===== src/rtl/rri_pkg.sv =====
package rri_pkg;

    // register offsets (printed offsets are not multiples of four: index, byte = 4 * index)
    localparam logic [7:0] IDX_INDIRECT_WINDOW = 8'h00;
    localparam logic [7:0] IDX_TIMER_COUNT     = 8'h01;
    localparam logic [7:0] IDX_PC_LOW          = 8'h02;
    localparam logic [7:0] IDX_CORE_STATUS     = 8'h03;
    localparam logic [7:0] IDX_INDIRECT_PTR    = 8'h04;
    localparam logic [7:0] IDX_PORT1_DATA      = 8'h05;
    localparam logic [7:0] IDX_PORT2_DATA      = 8'h06;
    localparam logic [7:0] IDX_PC_HIGH_LATCH   = 8'h0A;
    localparam logic [7:0] IDX_INT_CONTROL     = 8'h0B;
    localparam logic [7:0] IDX_PERIPH_FLAGS    = 8'h0C;
    localparam logic [7:0] IDX_CMP_CONTROL     = 8'h1F;
    localparam logic [7:0] IDX_OPTION_CONFIG   = 8'h81;
    localparam logic [7:0] IDX_PORT1_DIR       = 8'h85;
    localparam logic [7:0] IDX_PORT2_DIR       = 8'h86;
    localparam logic [7:0] IDX_PERIPH_ENABLES  = 8'h8C;
    localparam logic [7:0] IDX_POWER_FLAGS     = 8'h8E;
    localparam logic [7:0] IDX_VREF_CONTROL    = 8'h9F;
    localparam logic [7:0] IDX_WORKING_ACC     = 8'hF0;
    localparam logic [7:0] IDX_PC_HIGH         = 8'hF1;

    // reset and wake values
    localparam logic [7:0] PC_LOW_RESET     = 8'h00;
    localparam logic [12:0] PC_IRQ_VECTOR   = 13'h0004;
    localparam logic [7:0] OPTION_RESET     = 8'hFF;
    localparam logic [4:0] PORT1_DIR_RESET  = 5'h1F;
    localparam logic [7:0] PORT2_DIR_RESET  = 8'hFF;
    localparam logic [5:0] CMP_RESET        = 6'h00;
    localparam logic [4:0] PROGRAM_COUNTER_HIGH_LATCH_RESET     = 5'h00;
    localparam logic [7:0] VREF_RESET       = 8'h00;
    localparam logic [7:0] VREF_IMPL_MASK   = 8'hEF;
    localparam logic [7:0] STATUS_POR_UPPER = 8'h18;

    // field positions
    localparam int STATUS_TO_BIT   = 4;
    localparam int STATUS_PD_BIT   = 3;
    localparam int GIE_BIT         = 7;
    localparam int CMP_FLAG_BIT    = 6;
    localparam int BROWN_OUT_BIT   = 0;
    localparam int POWER_ON_BIT    = 1;

    typedef enum logic [3:0] {
        EV_NONE       = 4'h0,
        EV_POWER_ON   = 4'h1,
        EV_MASTER_CLEAR_INPUT_RUN   = 4'h2,
        EV_MASTER_CLEAR_INPUT_SLEEP = 4'h3,
        EV_WDT_RESET  = 4'h4,
        EV_BROWN_OUT  = 4'h5,
        EV_WAKE_WDT   = 4'h6,
        EV_WAKE_IRQ   = 4'h7
    } rri_event_t;

    // wake-up interrupt sources
    typedef struct packed {
        logic ext_pin;
        logic timer;
        logic port_change;
        logic comparator;
    } rri_wake_src_t;

    typedef struct packed {
        rri_event_t    kind;
        rri_wake_src_t src;
    } rri_cause_t;

    typedef struct packed {
        logic        psel;
        logic        penable;
        logic        pwrite;
        logic [11:0] paddr;
        logic [31:0] pwdata;
    } rri_apb_req_t;

endpackage : rri_pkg


===== src/rtl/rri_reset_register_init.sv =====
// Our own choice: the APB interface to the registers.
`timescale 1ns/1ps
`default_nettype none

module rri_reset_register_init
    import rri_pkg::*;
(
    // clock and reset
    input  wire logic        clk_i,
    input  wire logic        sys_rst_i,
    // reset cause from sequencer
    input  wire rri_cause_t  cause_i,
    input  wire logic        supply_low_i,
    // apb slave
    input  wire logic        psel_i,
    input  wire logic        penable_i,
    input  wire logic        pwrite_i,
    input  wire logic [11:0] paddr_i,
    input  wire logic [31:0] pwdata_i,
    output logic [31:0]      prdata_o,
    output logic             pready_o,
    output logic             pslverr_o,
    // state to core
    output logic [12:0]      pc_o,
    output logic             gie_o,
    output logic [7:0]       option_o,
    output logic [12:0]      port_dir_o
);

    logic [7:0]  w_reg, w_next, tmr_reg, tmr_next, fsr_reg, fsr_next;
    logic [4:0]  pa_reg, pa_next;
    logic [7:0]  pb_reg, pb_next;
    logic [12:0] pc_reg, pc_next;
    logic [4:0]  program_counter_high_latch_reg, program_counter_high_latch_next;
    logic [7:0]  status_reg, status_next, interrupt_control_reg, interrupt_control_next;
    logic        cmif_reg, cmif_next, cmie_reg, cmie_next;
    logic [5:0]  comparator_control_reg, comparator_control_next;
    logic [7:0]  option_reg, option_next, second_port_direction_reg, second_port_direction_next, voltage_reference_control_reg, voltage_reference_control_next;
    logic [4:0]  first_port_direction_reg, first_port_direction_next;
    logic [1:0]  power_control_flags_reg, power_control_flags_next;
    logic [31:0] prdata_reg, prdata_next;
    logic        pready_reg, pready_next, pslverr_reg, pslverr_next;
    rri_event_t  ev;
    logic        wr_en, rd_en, any_reset, mapped;
    logic [7:0]  idx, wd;

    function automatic logic is_mapped(input logic [7:0] i);
        is_mapped = (i == IDX_INDIRECT_WINDOW) || (i == IDX_TIMER_COUNT) || (i == IDX_PC_LOW)
            || (i == IDX_CORE_STATUS) || (i == IDX_INDIRECT_PTR) || (i == IDX_PORT1_DATA)
            || (i == IDX_PORT2_DATA) || (i == IDX_PC_HIGH_LATCH) || (i == IDX_INT_CONTROL)
            || (i == IDX_PERIPH_FLAGS) || (i == IDX_CMP_CONTROL) || (i == IDX_OPTION_CONFIG)
            || (i == IDX_PORT1_DIR) || (i == IDX_PORT2_DIR) || (i == IDX_PERIPH_ENABLES)
            || (i == IDX_POWER_FLAGS) || (i == IDX_VREF_CONTROL) || (i == IDX_WORKING_ACC)
            || (i == IDX_PC_HIGH);
    endfunction : is_mapped

    // supply collapse forces power-on values
    assign ev = supply_low_i ? EV_POWER_ON : cause_i.kind;
    assign any_reset = (ev == EV_POWER_ON) || (ev == EV_MASTER_CLEAR_INPUT_RUN) || (ev == EV_MASTER_CLEAR_INPUT_SLEEP)
                    || (ev == EV_WDT_RESET) || (ev == EV_BROWN_OUT);
    assign idx    = paddr_i[9:2];
    assign wd     = pwdata_i[7:0];
    assign mapped = (paddr_i[1:0] == 2'b00) && (paddr_i[11:10] == 2'b00) && is_mapped(idx);
    // a write lands only at the edge where ready is seen high
    assign wr_en  = psel_i && penable_i && pwrite_i && mapped && pready_reg;
    assign rd_en  = psel_i && !penable_i && !pwrite_i;

    always_comb
    begin
        w_next      = w_reg;
        tmr_next    = tmr_reg;
        fsr_next    = fsr_reg;
        pa_next     = pa_reg;
        pb_next     = pb_reg;
        pc_next     = pc_reg;
        program_counter_high_latch_next = program_counter_high_latch_reg;
        status_next = status_reg;
        interrupt_control_next = interrupt_control_reg;
        cmif_next   = cmif_reg;
        cmie_next   = cmie_reg;
        comparator_control_next  = comparator_control_reg;
        option_next = option_reg;
        first_port_direction_next  = first_port_direction_reg;
        second_port_direction_next  = second_port_direction_reg;
        voltage_reference_control_next  = voltage_reference_control_reg;
        power_control_flags_next   = power_control_flags_reg;
        // software writes first; reset or wake events override below
        if (wr_en)
        begin
            if (idx == IDX_WORKING_ACC)
                w_next = wd;
            else if (idx == IDX_TIMER_COUNT)
                tmr_next = wd;
            else if (idx == IDX_PC_LOW)
                pc_next = {program_counter_high_latch_reg, wd};
            else if (idx == IDX_CORE_STATUS)
                status_next = {wd[7:5], status_reg[STATUS_TO_BIT:STATUS_PD_BIT], wd[2:0]};
            else if (idx == IDX_INDIRECT_PTR)
                fsr_next = wd;
            else if (idx == IDX_PORT1_DATA)
                pa_next = wd[4:0];
            else if (idx == IDX_PORT2_DATA)
                pb_next = wd;
            else if (idx == IDX_PC_HIGH_LATCH)
                program_counter_high_latch_next = wd[4:0];
            else if (idx == IDX_INT_CONTROL)
                interrupt_control_next = wd;
            else if (idx == IDX_PERIPH_FLAGS)
                cmif_next = wd[CMP_FLAG_BIT];
            else if (idx == IDX_CMP_CONTROL)
                comparator_control_next = wd[5:0];
            else if (idx == IDX_OPTION_CONFIG)
                option_next = wd;
            else if (idx == IDX_PORT1_DIR)
                first_port_direction_next = wd[4:0];
            else if (idx == IDX_PORT2_DIR)
                second_port_direction_next = wd;
            else if (idx == IDX_PERIPH_ENABLES)
                cmie_next = wd[CMP_FLAG_BIT];
            else if (idx == IDX_POWER_FLAGS)
                power_control_flags_next = wd[1:0];
            else if (idx == IDX_VREF_CONTROL)
                voltage_reference_control_next = wd & VREF_IMPL_MASK;
        end
        if (any_reset)
        begin
            // working, timer, pointer and port data untouched
            pc_next     = {PROGRAM_COUNTER_HIGH_LATCH_RESET, PC_LOW_RESET};
            program_counter_high_latch_next = PROGRAM_COUNTER_HIGH_LATCH_RESET;
            option_next = OPTION_RESET;
            first_port_direction_next  = PORT1_DIR_RESET;
            second_port_direction_next  = PORT2_DIR_RESET;
            comparator_control_next  = CMP_RESET;
            voltage_reference_control_next  = VREF_RESET;
            cmie_next   = 1'b0;
            cmif_next   = 1'b0;
            interrupt_control_next = {7'h00, interrupt_control_reg[0]};
            status_next[7:5] = 3'h0;
        end
        case (ev)
            EV_POWER_ON:
            begin
                status_next = {STATUS_POR_UPPER[7:3], status_reg[2:0]};
                power_control_flags_next[POWER_ON_BIT] = 1'b0;
            end
            EV_MASTER_CLEAR_INPUT_SLEEP:
            begin
                status_next[STATUS_TO_BIT] = 1'b1;
                status_next[STATUS_PD_BIT] = 1'b0;
            end
            EV_WDT_RESET:
                status_next[STATUS_TO_BIT] = 1'b0;
            EV_BROWN_OUT:
                power_control_flags_next[BROWN_OUT_BIT] = 1'b0;
            EV_WAKE_WDT:
            begin
                pc_next = pc_reg + 13'h0001;
                status_next[STATUS_TO_BIT] = 1'b0;
                status_next[STATUS_PD_BIT] = 1'b0;
            end
            EV_WAKE_IRQ:
            begin
                status_next[STATUS_TO_BIT] = 1'b1;
                status_next[STATUS_PD_BIT] = 1'b0;
                // cause flags set, winning over a same-cycle write
                interrupt_control_next[1] = interrupt_control_next[1] | cause_i.src.ext_pin;
                interrupt_control_next[2] = interrupt_control_next[2] | cause_i.src.timer;
                interrupt_control_next[0] = interrupt_control_next[0] | cause_i.src.port_change;
                cmif_next      = cmif_next | cause_i.src.comparator;
                if (interrupt_control_reg[GIE_BIT])
                    pc_next = PC_IRQ_VECTOR;
                else
                    pc_next = pc_reg + 13'h0001;
            end
            default:
            begin
            end
        endcase
    end

    always_comb
    begin
        prdata_next  = 32'h0000_0000;
        pready_next  = 1'b0;
        pslverr_next = 1'b0;
        if (psel_i && penable_i && !pready_reg)
        begin
            pready_next  = 1'b1;
            pslverr_next = !mapped;
            prdata_next  = prdata_reg;
        end
        else if (rd_en && mapped)
        begin
            if (idx == IDX_WORKING_ACC)
                prdata_next[7:0] = w_reg;
            else if (idx == IDX_TIMER_COUNT)
                prdata_next[7:0] = tmr_reg;
            else if (idx == IDX_PC_LOW)
                prdata_next[7:0] = pc_reg[7:0];
            else if (idx == IDX_CORE_STATUS)
                prdata_next[7:0] = status_reg;
            else if (idx == IDX_INDIRECT_PTR)
                prdata_next[7:0] = fsr_reg;
            else if (idx == IDX_PORT1_DATA)
                prdata_next[4:0] = pa_reg;
            else if (idx == IDX_PORT2_DATA)
                prdata_next[7:0] = pb_reg;
            else if (idx == IDX_PC_HIGH_LATCH)
                prdata_next[4:0] = program_counter_high_latch_reg;
            else if (idx == IDX_INT_CONTROL)
                prdata_next[7:0] = interrupt_control_reg;
            else if (idx == IDX_PERIPH_FLAGS)
                prdata_next[CMP_FLAG_BIT] = cmif_reg;
            else if (idx == IDX_CMP_CONTROL)
                prdata_next[5:0] = comparator_control_reg;
            else if (idx == IDX_OPTION_CONFIG)
                prdata_next[7:0] = option_reg;
            else if (idx == IDX_PORT1_DIR)
                prdata_next[4:0] = first_port_direction_reg;
            else if (idx == IDX_PORT2_DIR)
                prdata_next[7:0] = second_port_direction_reg;
            else if (idx == IDX_PERIPH_ENABLES)
                prdata_next[CMP_FLAG_BIT] = cmie_reg;
            else if (idx == IDX_POWER_FLAGS)
                prdata_next[1:0] = power_control_flags_reg;
            else if (idx == IDX_VREF_CONTROL)
                prdata_next[7:0] = voltage_reference_control_reg & VREF_IMPL_MASK;
            else if (idx == IDX_PC_HIGH)
                prdata_next[4:0] = pc_reg[12:8];
        end
    end

    // architectural state is kept by events, not by the bus reset
    always_ff @(posedge clk_i)
    begin
        w_reg      <= w_next;
        tmr_reg    <= tmr_next;
        fsr_reg    <= fsr_next;
        pa_reg     <= pa_next;
        pb_reg     <= pb_next;
        pc_reg     <= pc_next;
        program_counter_high_latch_reg <= program_counter_high_latch_next;
        status_reg <= status_next;
        interrupt_control_reg <= interrupt_control_next;
        cmif_reg   <= cmif_next;
        cmie_reg   <= cmie_next;
        comparator_control_reg  <= comparator_control_next;
        option_reg <= option_next;
        first_port_direction_reg  <= first_port_direction_next;
        second_port_direction_reg  <= second_port_direction_next;
        voltage_reference_control_reg  <= voltage_reference_control_next;
        power_control_flags_reg   <= power_control_flags_next;
    end

    always_ff @(posedge clk_i)
    begin
        if (sys_rst_i)
        begin
            prdata_reg  <= 32'h0000_0000;
            pready_reg  <= 1'b0;
            pslverr_reg <= 1'b0;
            pc_o        <= 13'h0000;
            gie_o       <= 1'b0;
            option_o    <= OPTION_RESET;
            port_dir_o  <= {PORT2_DIR_RESET, PORT1_DIR_RESET};
        end
        else
        begin
            prdata_reg  <= prdata_next;
            pready_reg  <= pready_next;
            pslverr_reg <= pslverr_next;
            pc_o        <= pc_next;
            gie_o       <= interrupt_control_next[GIE_BIT];
            option_o    <= option_next;
            port_dir_o  <= {second_port_direction_next, first_port_direction_next};
        end
    end

    assign prdata_o  = prdata_reg;
    assign pready_o  = pready_reg;
    assign pslverr_o = pslverr_reg;

endmodule : rri_reset_register_init

`default_nettype wire


===== config.mk =====
export PLATFORM = sky130hd
export DESIGN_NAME = rri_reset_register_init
export DESIGN_NICKNAME = d
export VERILOG_FILES = /design/src/rtl/rri_pkg.sv /design/src/rtl/rri_reset_register_init.sv
export SDC_FILE = /design/constraint.sdc
export NUM_CORES = 1
export LEC_CHECK = 0
export ABC_AREA = 0
export BUFFER_PORTS_ARGS = -buffer_cell sky130_fd_sc_hd__buf_2
export CAP_MARGIN = 20
export CORE_MARGIN = 5
export CORE_UTILIZATION = 40
export CTS_CLUSTER_DIAMETER = 150
export CTS_CLUSTER_SIZE = 25
export DETAILED_ROUTE_END_ITERATION = 7
export GPL_TIMING_DRIVEN = 0
export HOLD_SLACK_MARGIN = 0.05
export PLACE_DENSITY = 0.6
export SYNTH_ARGS = -nofsm -noshare
export SYNTH_HDL_FRONTEND = slang
export SYNTH_SLANG_ARGS = --single-unit

===== constraint.sdc =====
create_clock -name clk_i -period 2.5 [get_ports clk_i]
set_input_delay 0.125 -clock clk_i [delete_from_list [all_inputs] [get_ports clk_i]]
set_output_delay 0.125 -clock clk_i [all_outputs]
set_load 0.03 [all_outputs]

Word-level counts from Yosys, hierarchy flattened
Cells that the tools add are included.

Bits in registers: 154. Input port bits: 58. Word-level logic and storage cells: 264.

$add $sub $neg: 1. Multiplexer cells: 128. Reduce and logical (&&, ||, !) cells: 59. Bitwise operators: 22. Equal/unequal tests: 25.

Operators with widths (count): $mux 8 (64); $mux 5 (24); $mux 13 (6); $eq 8x8->1 const B (8); $pmux 13 s2 (1); $eq 8x3->1 const B (3); $eq 8x4->1 const B (3); $mux 6 (4); $logic_or 1x1->1 (22); $mux 1 (18); $mux 3 (6); $not 1->1 (18); $reduce_and 18->1 (1); $reduce_and 17->1 (1); $eq 4x3->1 const B (4); $eq 8x2->1 const B (2); $reduce_and 16->1 (1); $add 13x1->13 const B (1); $reduce_and 12->1 (1); $reduce_and 6->1 (2); $logic_and 1x1->1 (10); $reduce_and 10->1 (1); $reduce_and 9->1 (1); $eq 4x2->1 const B (2); other kinds (18) (31).

Depth between registers and ports, before layout
Word-level depth: 35. Mapped depth: 10.

Worst setup path before layout
No wires, ideal clock.

Path kind: input to register. Start: in paddr_i[7]. End: reg fsr_reg[0] (enable). Cell stages on the path: 9. Buffers on the path: 3. Required time: 2130 ps. Path slack: -73 ps. Data arrival time: 2203 ps. Cell sequence: buf_6 or4_4 buf_6 nor2_4 a21oi_1 o211ai_2 clkbuf_1 nand2_1 nor2_1.

Word-level cells in the longest chain between the ends: 23. Elaborated cells on any way between the ends: 45. Those cells by class: eq/ne (18); bitwise (4); reduce/logical (23).

RTL lines: from (decl) (line rri_reset_register_init.sv:18) `input wire logic [11:0] paddr_i,`; $eq 8x1->1 or $logic_not 8->1 (tied branches) (line rri_reset_register_init.sv:48, rri_reset_register_init.sv:92); $logic_or 1x1->1 (2 in series) (line rri_reset_register_init.sv:48) `is_mapped = (i == IDX_INDIRECT_WINDOW) || (i == IDX_TIMER_COUNT) || (i == IDX_PC_LOW)`; $logic_or 1x1->1 (3 in series) (line rri_reset_register_init.sv:49) `|| (i == IDX_CORE_STATUS) || (i == IDX_INDIRECT_PTR) || (i == IDX_PORT1_DATA)`; $logic_or 1x1->1 (3 in series) (line rri_reset_register_init.sv:50) `|| (i == IDX_PORT2_DATA) || (i == IDX_PC_HIGH_LATCH) || (i == IDX_INT_CONTROL)`; $logic_or 1x1->1 (3 in series) (line rri_reset_register_init.sv:51) `|| (i == IDX_PERIPH_FLAGS) || (i == IDX_CMP_CONTROL) || (i == IDX_OPTION_CONFIG)`; $logic_or 1x1->1 (3 in series) (line rri_reset_register_init.sv:52) `|| (i == IDX_PORT1_DIR) || (i == IDX_PORT2_DIR) || (i == IDX_PERIPH_ENABLES)`; $logic_or 1x1->1 (3 in series) (line rri_reset_register_init.sv:53) `|| (i == IDX_POWER_FLAGS) || (i == IDX_VREF_CONTROL) || (i == IDX_WORKING_ACC)`; $logic_or 1x1->1 (line rri_reset_register_init.sv:54) `|| (i == IDX_PC_HIGH);`; $logic_and 1x1->1 (line rri_reset_register_init.sv:63) `assign mapped = (paddr_i[1:0] == 2'b00) && (paddr_i[11:10] == 2'b00) && is_mapped(idx);`; $logic_and 1x1->1 (2 in series) (line rri_reset_register_init.sv:65) `assign wr_en = psel_i && penable_i && pwrite_i && mapped && pready_reg;`; $reduce_and 6->1 (no line) (*); to (signal assigned) (line rri_reset_register_init.sv:238) `fsr_reg <= fsr_next;`; to (decl) (line rri_reset_register_init.sv:30) `logic [7:0] w_reg, w_next, tmr_reg, tmr_next, fsr_reg, fsr_next;`.

Every way passes the cells marked *; elsewhere a longest branch is shown, timed or not. A chain may end at the register's enable or synchronous reset.

Final worst setup path
Start: in paddr_i[8]. End: reg w_reg[6] (enable).

Word-level cells in the longest chain between the ends: 23. Elaborated cells on any way between the ends: 41. Those cells by class: eq/ne (18); reduce/logical (23).

RTL lines: $eq 8x1->1 or $logic_not 8->1 (tied branches) (line rri_reset_register_init.sv:48); $logic_or 1x1->1 (2 in series) (line rri_reset_register_init.sv:48); $logic_or 1x1->1 (3 in series) (line rri_reset_register_init.sv:49); $logic_or 1x1->1 (3 in series) (line rri_reset_register_init.sv:50); $logic_or 1x1->1 (3 in series) (line rri_reset_register_init.sv:51); $logic_or 1x1->1 (3 in series) (line rri_reset_register_init.sv:52); $logic_or 1x1->1 (3 in series) (line rri_reset_register_init.sv:53); $logic_or 1x1->1 (line rri_reset_register_init.sv:54); $logic_and 1x1->1 (line rri_reset_register_init.sv:63); $logic_and 1x1->1 (2 in series) (line rri_reset_register_init.sv:65); $reduce_and 2->1 (no line) (*); to (signal assigned) (line rri_reset_register_init.sv:236) `w_reg <= w_next;`; to (decl) (line rri_reset_register_init.sv:30).

Marks and branches as above.

==> impl_results.md <==
- RSZ-0062 raised after global routing: no
- CP most frequent cell: nor2_4
- Final setup viols: 0
- Static Leakage: 0.00361 uW
- Final ANT Viol Nets: 0
- Commonest non-fill, non-tap cell in the layout: dfxtp_1
- Synth-to-layout area growth: 21.2%
- Most frequent cells in the layout: 112 x dfxtp_1, 83 x buf_2, 71 x nand2_1
- Sequential area share after synthesis: 0.471
- CP max-delay cell: or4_4
- Global-route wire length before repair: 38600 um
- TritonCTS Sinks: 154
- Post-synth EDFFs: 42
- Worst Hold Class: in -> reg
- Die Height: 146 um
- Final WS setup: 51.6 ps
- Width of the die: 146 um
- Slew margin rel.: 0.307
- Clk slew on worst S/H paths: 60 ps
- Worst skew pair latency: 430 ps
- R2r setup slk: 150 ps
- Via density: 5.79
- Unique masters post-synth: 74
- Design area: 9010 um2
- Post-Route Skew: 8.56 ps
- Crit path launch type: primary input
- Status: finished, final reports clean
- DP HPWL: 18700 um
- Power Dens Cells: 608 nW/um2
- Hold Fails Final Rpt: 0
- DR vias: 6671
- Hold WS: 80.0 ps
- CTS tree: done
- IO Pins: 127
- Starting Density: 0.410
- Req. time, crit path: 2610 ps
- Critical Path AT: 2560 ps
- Root Buffer: clkbuf_16
- Min cycle time layout: 2450 ps
- Yosys reg bits: 154
- Ant diodes: 0
- Maximum clock rate: 408 MHz
- DRC viols: 0
- Synthesized area per cell: 9.58 um2
- Max_cap viols: 0
- Ys Warns: 0
- Max VDD drop: 0.460 mV
- Final Util: 0.497
- Period utilisation layout: 0.979
- Die ar.: 21400 um2
- Placed instance area: 8200 um2
- Fraction of registers with async set/reset: 0
- Vias in the first global route: 6250
- Crit end category: register
- Max incr delay on CP: 470 ps
- Initial antenna violation count: 1
- GRT Total Usage: 0.236
- Critical path fanouts, max: 10
- Syn Std Cell Area: 7440 um2
- Initial DRC Count: 841
- Critical-path cell list: clkbuf_1, or4_4, buf_6, nor2_4, a21oi_1, o211ai_4, clkbuf_2, nand2_1, nor2_4
- Final GP Congestion: 0.966
- Setup slack at placement: -1130 ps
- Top_reg_cell synth: dfxtp_1
- Pin count of the biggest net entering global routing: 17
- Htree depth: 4
- Gr ovfl total: 0
- Slew @ Worst Pin: 1030 ps
- Core ar.: 18100 um2
- Port Buf Inserts: 76
- Cells after synthesis: 776
- CTS Buffer Depth: 2
- Share of layout cells above drive strength 1: 0.192
- Max-slew violation count: 0
- Final #Nets: 970
- Worst Setup Path Type: in -> reg
- Final Routed Wirelength: 25600 um
- DR pass1 iterations: 8
- Std cell rows: 49
- WL/cell: 22.2 um
- Pwr Total: 5480 uW
- CTS buffer count: 17
-- through the flow --
stage / TNS (ps) / cells
after floorplan: -1760 / 799
after global placement: -81470 / 1104
after detailed placement: -67370 / 1105
after CTS: 0 / 1147
after global routing: 0 / 1153
final: 0 / 1153
-- cell usage after synthesis, types with 8 or more instances --
| cell | number | area share |
|---|---|---|
| nand3b_1 | 10 | 0.010 |
| clkbuf_1 | 36 | 0.018 |
| nand4_1 | 17 | 0.014 |
| o21ai_0 | 36 | 0.024 |
| buf_4 | 24 | 0.024 |
| nor3_1 | 11 | 0.0074 |
| nor2b_1 | 21 | 0.018 |
| and3_1 | 19 | 0.016 |
| o41ai_1 | 8 | 0.0094 |
| a21oi_1 | 16 | 0.011 |
| nor2_1 | 74 | 0.037 |
| o211ai_1 | 12 | 0.012 |
| o22ai_1 | 15 | 0.013 |
| nand2b_1 | 9 | 0.0076 |
| edfxtp_1 | 42 | 0.17 |
| nand3_1 | 31 | 0.021 |
| mux2i_1 | 67 | 0.090 |
| dfxtp_1 | 112 | 0.30 |
| nand2_1 | 71 | 0.036 |
-- worst paths after layout --
kind	cells past startpoint	to	startpoint
setup reg to reg	5	power_control_flags_reg[1]	pready_o
hold / removal	4	prdata_o[2]	paddr_i[10]
setup / recovery	9	w_reg[6]	paddr_i[8]
hold reg to reg	2	prdata_o[7]	prdata_o[7]
-- routing by layer --
metal	vias to the layer above	GRT usage	part of all wire
li1	3119	-	-
met1	3185	0.333	0.45
met2	330	0.369	0.45
met3	37	0.0434	0.076
met4	0	0.0743	0.024
met5	-	0	0
-- cell families after synthesis --
family,share of synthesized area
AO/OA/AOI/OAI,0.147
XOR/XNOR,0.00236
adder cells (fa/ha/maj),0.00168
buffers and inverters,0.0596
flip-flops,0.471
multiplexers,0.0902
other,0.000504
AND/OR/NAND/NOR,0.228
-- power breakdown --
group | leakage, uW | switching (uW) | internal, uW
clock | 0.000268 | 1050 | 1380
sequential | 0.00128 | 7.77 | 2570
combinational | 0.00206 | 330 | 141
-- area by class of cell --
type,instances,area (um2)
fill,1740,9130
multi-input combinational,563,3670
sequential,154,3500
timing repair buffer,94,556
clock buffer,22,487
buffer,74,419
tap,229,287
clock inverter,10,65.1
inverter,7,26.3
-- timing repair --
| action | in CTS | in global routing |
|---|---|---|
| hold buffers | 7 | 0 |
| setup endpoints to repair | 58 | 55 |
| hold endpoints to repair | 10 | 0 |
| gates resized for setup | 13 | 12 |
| cloned | 0 | 0 |
| pin swaps | 2 | 5 |
| buffers inserted | 3 | 7 |
-- critical path: cells and delay by family --
kind            cells  cell delay, ps
simple gates        4            1240
buf+inv             3             700
compound gates      2             480
(Power assumes the default switching activity.)
